<file path="src/settings_parser_map.vh">
/*
 * Constants for the settings download command parser: frame byte
 * positions, command codes, limits and register offsets.
 * Assumes it is included by its bare name from the design file.
 */
`ifndef SETTINGS_PARSER_MAP_VH
`define SETTINGS_PARSER_MAP_VH

// ****************************************************************
// Command codes
// ****************************************************************
`define CMD_FAMILY        4'ha
`define SUB_REPEAT        4'h0
`define SUB_COMMS         4'h1
`define SUB_COUNTERS      4'h2

// ****************************************************************
// Frame byte indices, index = (row - 1) * 3 + (column - 1)
// ****************************************************************
`define POS_CMD           6'd5
`define POS_ADDR_HI       6
`define POS_ADDR_LO       7
`define POS_PORT0         8
`define POS_TIMECODE      11
`define POS_AUX0          14
`define POS_AUX_MODE      24
`define POS_CNT0          6
`define COMMS_LAST        6'd29
`define COUNTERS_LAST     6'd47
`define N_PORTS           3
`define N_AUX             10
`define N_COUNTERS        15
`define FIRST_VARIANT_CNT 11
`define PRESET_MAX        16'd9999

// ****************************************************************
// Port configuration byte fields
// ****************************************************************
`define CFG_RATE_HI       3
`define CFG_RATE_LO       0
`define CFG_PAR_HI        5
`define CFG_PAR_LO        4
`define CFG_DATA_BIT      6
`define CFG_STOP_BIT      7
`define TC_DISABLE        8'h00
`define TC_CENTI          8'h01
`define TC_MILLI          8'h02

// ****************************************************************
// Register offsets (byte addresses) and bits
// ****************************************************************
`define REG_CTRL          8'h00
`define REG_STATUS        8'h04
`define REG_PASSWORD      8'h08
`define REG_CHECKSUM      8'h0c
`define REG_UNIT_ADDR     8'h10
`define REG_PORT_CFG      8'h14
`define REG_AUX_MODE      8'h18
`define REG_AUX0          8'h1c
`define REG_AUX1          8'h20
`define REG_AUX2          8'h24
`define REG_CNT_BASE      8'h40
`define REG_CNT_LAST      8'h78
`define CTRL_RESET        2'b01
`define ST_COMMS          0
`define ST_COUNTERS       1
`define ST_REJECT         2
`define ST_UNKNOWN        3
`define RESP_OKAY         2'b00
`define RESP_SLVERR       2'b10

`endif

</file>
<file path="src/settings_download_command_parser.v">
/*
 * Settings download command parser: takes a byte stream of receive
 * buffer command frames, stages each frame, and on its last byte
 * commits communications settings or counter presets.
 * Assumes the byte stream comes from logic on clk_sys, with a flag
 * marking the first byte of each frame, and an AXI4-Lite master.
 */
// Design decisions made here: the AXI4-Lite interface to the registers and the register offsets.
`timescale 1ns/1ps
`default_nettype none
`include "settings_parser_map.vh"

// Operation
// - Subcommand 1 comms, 2 counters, others not loaded.
// - Password, spare, command byte, checksum high then low.
// - Code 0xa1 routes to communications decoder.
// - Code 0xa2 routes to counter preset loader.
// - Sixteen-bit fields arrive high byte first.
// - Config bits 0-3 select line rate.
// - Config bits 4-5 select parity.
// - Config bit 6 selects seven or eight bits.
// - Config bit 7 selects one or two stops.
// - Unit address, then front, rear, RS485 configs.
// - Time-code byte: off, centisecond or millisecond.
// - Ten auxiliary parameter bytes stored.
// - Auxiliary mode byte bits enable modes 1-8.
// - Three phase duty accumulators loaded.
// - Trip and breaker operation counters loaded.
// - Six reclose counters loaded in order.
// - Per-phase trip counters loaded on variants only.
module settings_download_command_parser (
  // Clock, reset and enable
  input  wire                        clk_sys,
  input  wire                        rst_b,
  input  wire                        clk_en,
  // Received byte stream
  input  wire [7:0]                  rx_data,
  input  wire                        rx_first,
  input  wire                        rx_valid,
  output wire                        rx_ready,
  // Decoded communications settings
  output reg  [15:0]                 unit_address,
  output reg  [16*`N_PORTS-1:0]      port_baud,
  output reg  [2*`N_PORTS-1:0]       port_parity,
  output reg  [`N_PORTS-1:0]         port_eight_bits,
  output reg  [`N_PORTS-1:0]         port_two_stop,
  output reg                         timecode_enable,
  output reg                         timecode_centisecond_mode,
  output reg  [8*`N_AUX-1:0]         aux_param,
  output reg  [7:0]                  aux_mode_enable,
  output reg                         comms_load,
  // Counter presets
  output reg  [16*`N_COUNTERS-1:0]   counter_preset,
  output reg                         counter_load,
  // AXI4-Lite slave
  input  wire [7:0]                  s_axi_awaddr,
  input  wire                        s_axi_awvalid,
  output wire                        s_axi_awready,
  input  wire [31:0]                 s_axi_wdata,
  input  wire [3:0]                  s_axi_wstrb,
  input  wire                        s_axi_wvalid,
  output wire                        s_axi_wready,
  output reg  [1:0]                  s_axi_bresp,
  output reg                         s_axi_bvalid,
  input  wire                        s_axi_bready,
  input  wire [7:0]                  s_axi_araddr,
  input  wire                        s_axi_arvalid,
  output wire                        s_axi_arready,
  output reg  [31:0]                 s_axi_rdata,
  output reg  [1:0]                  s_axi_rresp,
  output reg                         s_axi_rvalid,
  input  wire                        s_axi_rready
);

  // ****************************************************************
  // Two-entry input buffer
  // ****************************************************************
  reg  [8:0] buf_word [0:1];
  reg        buf_rd;
  reg  [1:0] buf_count;
  wire       buf_out_valid = (buf_count != 2'd0);
  wire       parse_ready;
  wire       buf_push = rx_valid && rx_ready;
  wire       buf_pop  = buf_out_valid && parse_ready;
  wire [8:0] buf_head = buf_word[buf_rd];

  // A full buffer holds its words until the parser drains one.
  assign rx_ready = clk_en && (buf_count != 2'd2);

  always @(posedge clk_sys) begin
    if (!rst_b) begin
      buf_rd    <= 1'b0;
      buf_count <= 2'd0;
    end else if (clk_en) begin
      if (buf_push)
        buf_word[buf_rd ^ buf_count[0]] <= {rx_first, rx_data};
      if (buf_pop)
        buf_rd <= ~buf_rd;
      if (buf_push && !buf_pop)
        buf_count <= buf_count + 2'd1;
      else if (buf_pop && !buf_push)
        buf_count <= buf_count - 2'd1;
    end
  end

  // ****************************************************************
  // Frame staging
  // ****************************************************************
  reg  [7:0]  stage [0:47];
  reg  [5:0]  idx;
  reg         active;
  reg  [3:0]  sub;
  reg         commit_pend;
  reg  [1:0]  ctrl;
  reg  [3:0]  status;
  wire        parser_on   = ctrl[0];
  wire        variant_on  = ctrl[1];
  wire [7:0]  byte_in     = buf_head[7:0];
  wire        first_in    = buf_head[8];
  wire [5:0]  last_idx    = (sub == `SUB_COUNTERS) ? `COUNTERS_LAST :
                            `COMMS_LAST;

  // The commit cycle stalls the buffer so a following frame
  // cannot overwrite staged bytes before they are used.
  assign parse_ready = !commit_pend;

  always @(posedge clk_sys) begin
    if (!rst_b) begin
      idx         <= 6'd0;
      active      <= 1'b0;
      sub         <= `SUB_REPEAT;
      commit_pend <= 1'b0;
    end else if (clk_en) begin
      commit_pend <= 1'b0;
      if (buf_pop) begin
        if (first_in) begin
          stage[0] <= byte_in;
          idx      <= 6'd1;
          active   <= parser_on;
        end else if (active) begin
          stage[idx] <= byte_in;
          idx        <= idx + 6'd1;
          if (idx == `POS_CMD) begin
            sub <= byte_in[3:0];
            if (byte_in[7:4] != `CMD_FAMILY ||
                (byte_in[3:0] != `SUB_COMMS &&
                 byte_in[3:0] != `SUB_COUNTERS))
              active <= 1'b0;
          end else if (idx > `POS_CMD && idx == last_idx) begin
            active      <= 1'b0;
            commit_pend <= 1'b1;
          end
        end
      end
    end
  end

  // ****************************************************************
  // Field extraction
  // ****************************************************************
  wire [16*`N_COUNTERS-1:0] cnt_field;
  wire [`N_COUNTERS-1:0]    cnt_over;
  wire [16*`N_PORTS-1:0]    next_baud;
  genvar g;

  generate
    for (g = 0; g < `N_COUNTERS; g = g + 1) begin : g_cnt
      assign cnt_field[16*g +: 16] = {stage[`POS_CNT0 + 2*g],
                                      stage[`POS_CNT0 + 2*g + 1]};
      if (g >= `FIRST_VARIANT_CNT) begin : g_var
        assign cnt_over[g] = variant_on &&
                             (cnt_field[16*g +: 16] > `PRESET_MAX);
      end else begin : g_std
        assign cnt_over[g] = (cnt_field[16*g +: 16] > `PRESET_MAX);
      end
    end
    for (g = 0; g < `N_PORTS; g = g + 1) begin : g_port
      assign next_baud[16*g +: 16] =
        rate_of(stage[`POS_PORT0 + g][`CFG_RATE_HI:`CFG_RATE_LO]);
    end
  endgenerate

  // Unlisted rate codes give zero, which a user reads as invalid.
  function [15:0] rate_of;
    input [3:0] code;
    begin
      case (code)
        4'h0:    rate_of = 16'd300;
        4'h1:    rate_of = 16'd1200;
        4'h2:    rate_of = 16'd2400;
        4'h3:    rate_of = 16'd4800;
        4'h4:    rate_of = 16'd9600;
        4'h5:    rate_of = 16'd19200;
        4'h6:    rate_of = 16'd38400;
        default: rate_of = 16'd0;
      endcase
    end
  endfunction

  wire is_comms   = (sub == `SUB_COMMS);
  wire is_counter = (sub == `SUB_COUNTERS);
  wire reject     = is_counter && (cnt_over != {`N_COUNTERS{1'b0}});
  wire [15:0] rx_checksum = {stage[last_idx - 6'd1], stage[last_idx]};
  wire [31:0] rx_password = {stage[0], stage[1], stage[2], stage[3]};

  // ****************************************************************
  // Commit of decoded settings
  // ****************************************************************
  reg [31:0] password;
  reg [15:0] checksum;
  reg [7:0]  port_cfg_raw [0:`N_PORTS-1];
  reg [7:0]  timecode_raw;
  integer    i;

  always @(posedge clk_sys) begin
    if (!rst_b) begin
      unit_address              <= 16'h0000;
      port_baud                 <= {(16*`N_PORTS){1'b0}};
      port_parity               <= {(2*`N_PORTS){1'b0}};
      port_eight_bits           <= {`N_PORTS{1'b0}};
      port_two_stop             <= {`N_PORTS{1'b0}};
      timecode_enable           <= 1'b0;
      timecode_centisecond_mode <= 1'b0;
      timecode_raw              <= 8'h00;
      aux_param                 <= {(8*`N_AUX){1'b0}};
      aux_mode_enable           <= 8'h00;
      counter_preset            <= {(16*`N_COUNTERS){1'b0}};
      comms_load                <= 1'b0;
      counter_load              <= 1'b0;
      password                  <= 32'h0000_0000;
      checksum                  <= 16'h0000;
      for (i = 0; i < `N_PORTS; i = i + 1)
        port_cfg_raw[i] <= 8'h00;
    end else if (clk_en) begin
      comms_load   <= 1'b0;
      counter_load <= 1'b0;
      if (commit_pend) begin
        password <= rx_password;
        checksum <= rx_checksum;
      end
      // Spare bytes are staged but never read.
      if (commit_pend && is_comms) begin
        comms_load   <= 1'b1;
        unit_address <= {stage[`POS_ADDR_HI], stage[`POS_ADDR_LO]};
        port_baud    <= next_baud;
        for (i = 0; i < `N_PORTS; i = i + 1) begin
          port_cfg_raw[i] <= stage[`POS_PORT0 + i];
          port_parity[2*i +: 2] <=
            stage[`POS_PORT0 + i][`CFG_PAR_HI:`CFG_PAR_LO];
          port_eight_bits[i] <= stage[`POS_PORT0 + i][`CFG_DATA_BIT];
          port_two_stop[i]   <= stage[`POS_PORT0 + i][`CFG_STOP_BIT];
        end
        timecode_raw <= stage[`POS_TIMECODE];
        timecode_enable <= (stage[`POS_TIMECODE] == `TC_CENTI) ||
                           (stage[`POS_TIMECODE] == `TC_MILLI);
        timecode_centisecond_mode <= (stage[`POS_TIMECODE] == `TC_CENTI);
        for (i = 0; i < `N_AUX; i = i + 1)
          aux_param[8*i +: 8] <= stage[`POS_AUX0 + i];
        aux_mode_enable <= stage[`POS_AUX_MODE];
      end
      if (commit_pend && is_counter && !reject) begin
        counter_load <= 1'b1;
        // Accumulators 0-2, trip and breaker 3-4, reclose 5-10.
        counter_preset[16*`FIRST_VARIANT_CNT-1:0] <=
          cnt_field[16*`FIRST_VARIANT_CNT-1:0];
        if (variant_on)
          counter_preset[16*`N_COUNTERS-1:16*`FIRST_VARIANT_CNT] <=
            cnt_field[16*`N_COUNTERS-1:16*`FIRST_VARIANT_CNT];
      end
    end
  end

  // ****************************************************************
  // AXI4-Lite register file
  // ****************************************************************
  wire wr_go = clk_en && s_axi_awvalid && s_axi_wvalid && !s_axi_bvalid;
  wire rd_go = clk_en && s_axi_arvalid && !s_axi_rvalid;
  wire [3:0] status_set = {
    buf_pop && active && idx == `POS_CMD && (byte_in[7:4] != `CMD_FAMILY ||
      (byte_in[3:0] != `SUB_COMMS && byte_in[3:0] != `SUB_COUNTERS)),
    commit_pend && reject,
    commit_pend && is_counter && !reject,
    commit_pend && is_comms};
  wire [3:0] status_clr = (wr_go && s_axi_awaddr == `REG_STATUS &&
                           s_axi_wstrb[0]) ? s_axi_wdata[3:0] : 4'h0;

  assign s_axi_awready = wr_go;
  assign s_axi_wready  = wr_go;
  assign s_axi_arready = rd_go;

  reg [31:0] rd_word;
  reg        rd_hit;
  always @* begin
    rd_word = 32'h0000_0000;
    rd_hit  = 1'b1;
    case (s_axi_araddr)
      `REG_CTRL:      rd_word = {30'h0, ctrl};
      `REG_STATUS:    rd_word = {28'h0, status};
      `REG_PASSWORD:  rd_word = password;
      `REG_CHECKSUM:  rd_word = {16'h0, checksum};
      `REG_UNIT_ADDR: rd_word = {16'h0, unit_address};
      `REG_PORT_CFG:  rd_word = {timecode_raw, port_cfg_raw[2],
                                 port_cfg_raw[1], port_cfg_raw[0]};
      `REG_AUX_MODE:  rd_word = {24'h0, aux_mode_enable};
      `REG_AUX0:      rd_word = aux_param[31:0];
      `REG_AUX1:      rd_word = aux_param[63:32];
      `REG_AUX2:      rd_word = {16'h0, aux_param[79:64]};
      default: begin
        if (s_axi_araddr >= `REG_CNT_BASE &&
            s_axi_araddr <= `REG_CNT_LAST &&
            s_axi_araddr[1:0] == 2'b00)
          rd_word = {16'h0,
            counter_preset[16*(s_axi_araddr[5:2]) +: 16]};
        else
          rd_hit = 1'b0;
      end
    endcase
  end

  always @(posedge clk_sys) begin
    if (!rst_b) begin
      ctrl         <= `CTRL_RESET;
      status       <= 4'h0;
      s_axi_bvalid <= 1'b0;
      s_axi_bresp  <= `RESP_OKAY;
      s_axi_rvalid <= 1'b0;
      s_axi_rresp  <= `RESP_OKAY;
      s_axi_rdata  <= 32'h0000_0000;
    end else if (clk_en) begin
      // A flag raised in the clearing cycle stays set.
      status <= (status & ~status_clr) | status_set;
      if (wr_go) begin
        s_axi_bvalid <= 1'b1;
        s_axi_bresp  <= `RESP_OKAY;
        if (s_axi_awaddr == `REG_CTRL) begin
          if (s_axi_wstrb[0])
            ctrl <= s_axi_wdata[1:0];
        end else if (s_axi_awaddr != `REG_STATUS)
          s_axi_bresp <= `RESP_SLVERR;
      end else if (s_axi_bready)
        s_axi_bvalid <= 1'b0;
      if (rd_go) begin
        s_axi_rvalid <= 1'b1;
        s_axi_rdata  <= rd_word;
        s_axi_rresp  <= rd_hit ? `RESP_OKAY : `RESP_SLVERR;
      end else if (s_axi_rready)
        s_axi_rvalid <= 1'b0;
    end
  end

endmodule // settings_download_command_parser

`default_nettype wire

</file>
<file path="config.mk">
export PLATFORM = sky130hd
export DESIGN_NAME = settings_download_command_parser
export DESIGN_NICKNAME = d
export VERILOG_FILES = /design/src/settings_download_command_parser.v
export VERILOG_INCLUDE_DIRS = /design/src /design/src/src
export SDC_FILE = /design/constraint.sdc
export NUM_CORES = 1
export LEC_CHECK = 0
export ABC_AREA = 0
export BUFFER_PORTS_ARGS = -buffer_cell sky130_fd_sc_hd__buf_4
export CORE_MARGIN = 2
export CORE_UTILIZATION = 55
export DETAILED_ROUTE_END_ITERATION = 12
export GPL_TIMING_DRIVEN = 0
export PLACE_DENSITY = 0.81
export SKIP_LAST_GASP = 1
export SLEW_MARGIN = 20
export SYNTH_ARGS = -nofsm -noshare
export SYNTH_HDL_FRONTEND = slang
export SYNTH_SLANG_ARGS = --single-unit
</file>
<file path="constraint.sdc">
create_clock -name clk_sys -period 6.6 [get_ports clk_sys]
set_input_delay 0.66 -clock clk_sys [delete_from_list [all_inputs] [get_ports clk_sys]]
set_output_delay 0.66 -clock clk_sys [all_outputs]
set_load 0.02 [all_outputs]
</file>
==> summary.txt <==
Post-DP HPWL - 102,000 µm
CTS Root Cell - clkbuf_16
Clock-pin slew of the registers on the worst-case setup and hold paths - 0.06 ns
H-tree levels - 3
Layout area overhead - 22.6%
Warnings, synthesis - 0
DP Area - 38,000 µm²
Rel. slew slack - 16.4%
FF-to-FF setup slack - 2.46 ns
Top cell type's share of synthesized area - 30.8%
Hold path depth - 1
Post-synth EDFFs - 330
Most frequent cells in the layout - nand2_1 (785), dfxtp_1 (513), buf_4 (503), edfxtp_1 (330), mux2i_1 (269)
Max Slew Vio Count - 0
Maximum vdd drop - 244 µV
Comb power frac - 6.4%
Synth top area cells - dfxtp_1 (31%), edfxtp_1 (30%), nand2_1 (8.8%)
Final-layout fill cell count - 4,493
HP Class - input port to flip-flop
Die W - 250 µm
Pwr Density - 274 nW/µm²
DRT Pass-1 Iters - 8
Vias in the first global route - 27,000
RSZ-0062 raised after global routing - no
Fin Clk Skew - 0.0234 ns
Seq pwr share - 49.7%
Number of port buffers - 477
DIE AREA - 62,600 µm²
#FFs+latches synth - 843
Seq/Total Area, Yosys - 60.5%
WL/cell - 31.0 µm
Post-Route WL - 138,000 µm
Worst endpoint required time - 7.16 ns
Worst hold slack - 0.191 ns
Number of hold buffers added after cts - 0
Final Cycle Share - 62.7%
Critical path arrival - 4.69 ns
Largest net degree at the start of global routing - 39
Routability congestion estimate - 1.05
Post-CTS Setup Repair Bufs - 0
Internal cell power - 0.00855 W
Final hold viol count - 0
Via Count - 29,000
Crit-path max FO - 10
Status - finished, final reports clean
Final #Nets - 3,679
Reg2Reg Depth - 8
CP Class - flip-flop to flip-flop
Post-Synthesis Cells - 3,032
Post-synth cell types - 68
CTS sink cnt - 843
CTS Buf Count - 82
Worst-margin pin slew - 1.25 ns
Post-synth ARST share - 0%
Minimum clock period after layout - 4.14 ns
Starting Density - 55.5%
Final TNS setup - 0 ns
Row count - 90
CTS resizes - 0
Ys flop type - dfxtp_1
Initial DRC Count - 4,816
Drt via density - 6.50
Clock buffer depth - 3
Largest area contributor in the netlist - dfxtp_1
Final Instance Area - 40,900 µm²
CP Capture Type - flip-flop
DRC viols - 0
Share of cells above drive strength 1 - 20.7%
Later-pin clock latency in the skew report - 0.66 ns
First-pass GRT wire length - 192,000 µm
Critical path launch point type - flip-flop
Gr ovfl total - 0
Switch share - 23.8%
Netlist Area Pre-Place - 33,400 µm²
Chip height - 250 µm
Max-Cap Viols - 0
Leak pwr - 14.8 nW
I/O pin total - 520
TritonCTS clock tree - built
Clock power frac - 43.9%
Initial antenna violation count - 9
GRT Total Usage - 43.1%
Final ANT Viol Nets - 0
Net Sw Power - 0.00268 W
Peak Freq - 242 MHz
Core area - 60,100 µm²
# setup viols final - 0
Avg Inst Size Synth - 11.0 µm²
Most common cell after layout, fill and taps aside - nand2_1
flip-flops by register name (all words and copies together) (netlist names), 4 cells and up, named ones only:
register	flops
idx	6
password	32
aux_param	80
counter_preset	240
port_baud	39
port_cfg_raw	24
aux_mode_enable	8
s_axi_rdata	32
timecode_raw	8
status	4
buf_word	18
port_parity	6
unit_address	16
sub	4
checksum	16
stage	288
critical path, stage by stage (launching register included):
cell and delay [ns]:
edfxtp_1 0.45, o21ai_0 0.67, nand3_1 0.18, nor4_1 0.87, nand4_1 0.41, nor4_1 0.60, buf_4 0.39, buf_6 0.24
mux2i_1 0.24
power by group through the flow:
stage / Combinational [W] / Clock [W] / Sequential [W]
floorplan: 0.000313 / 0 / 0.00569
finish: 0.000715 / 0.00493 / 0.00558
detailed placement: 0.000673 / 0 / 0.00569
global placement: 0.000656 / 0 / 0.00569
CTS: 0.000676 / 0.00490 / 0.00558
global route: 0.000723 / 0.00512 / 0.00558
per-stage QoR:
| stage | power [W] | instances | utilization (%) | setup slack, ns |
|---|---|---|---|---|
| 2_1_floorplan | 0.00601 | 3039 | - | 3.45 |
| 3_3_place_gp | 0.00635 | 4298 | 63.1 | 1.78 |
| 3_5_place_dp | 0.00636 | 4302 | 63.3 | 2.18 |
| 4_1_cts | 0.0111 | 4456 | 68.0 | 2.63 |
| 5_1_grt | 0.0114 | 4457 | 68.0 | 2.45 |
| 6_report | 0.0112 | 4459 | 68.0 | 2.46 |
layout make-up:
class	count	area (µm²)	share of cell area (%)
sequential	843	20200	49.3
multi-input combinational	1947	12100	29.5
timing repair buffer	482	3630	8.88
clock buffer	119	2460	6.01
buffer	235	1150	2.81
tap	782	978	2.39
clock inverter	35	369	0.902
inverter	14	52.6	0.128
antenna	2	5.00	0.0122
logic make-up after synthesis:
logic type      Yosys count  share of synthesized area, %
simple gates           1125                          14.7
flops                   843                          60.5
compound gates          460                          8.63
mux                     333                          12.0
buf+inv                 249                          3.59
xor+xnor                 17                         0.446
fa+ha+maj                 4                         0.150
other cells               1                        0.0112
routing by layer:
layer | share of wire, % | vias up | track usage (%)
li1 | - | 12000 | -
met1 | 35 | 14000 | 56.1
met2 | 44 | 2471 | 64.5
met3 | 14 | 509 | 12.2
met4 | 7.1 | 10 | 25.4
met5 | 0.046 | - | 0
cells in the mapped netlist, types with 10 or more instances:
cell type	instances
nor2_1	102
edfxtp_1	330
a221oi_1	32
a22o_1	15
nor4_1	34
nand4_1	20
mux2_2	11
or4_1	22
mux4_2	53
dfxtp_1	513
a21o_1	12
a21oi_1	200
a22oi_1	34
inv_1	13
a222oi_1	12
mux2i_1	269
xor2_1	10
buf_1	14
clkbuf_1	167
and3_1	25
nor3b_1	31
nor3_1	34
buf_4	24
a211oi_1	18
nand3_1	26
buf_2	14
nand2b_1	10
o21ai_0	78
nand2_1	785
path summary, 6_finish.rpt:
path / to / startpoint
max: counter_preset[204] / stage[18][3]
max reg2reg: counter_preset[204] / stage[18][3]
min: buf_word[1][5] / rx_data[5]
min reg2reg: port_parity[1] / port_parity[1]
No activity file was read; power rests on OpenSTA's default activity.
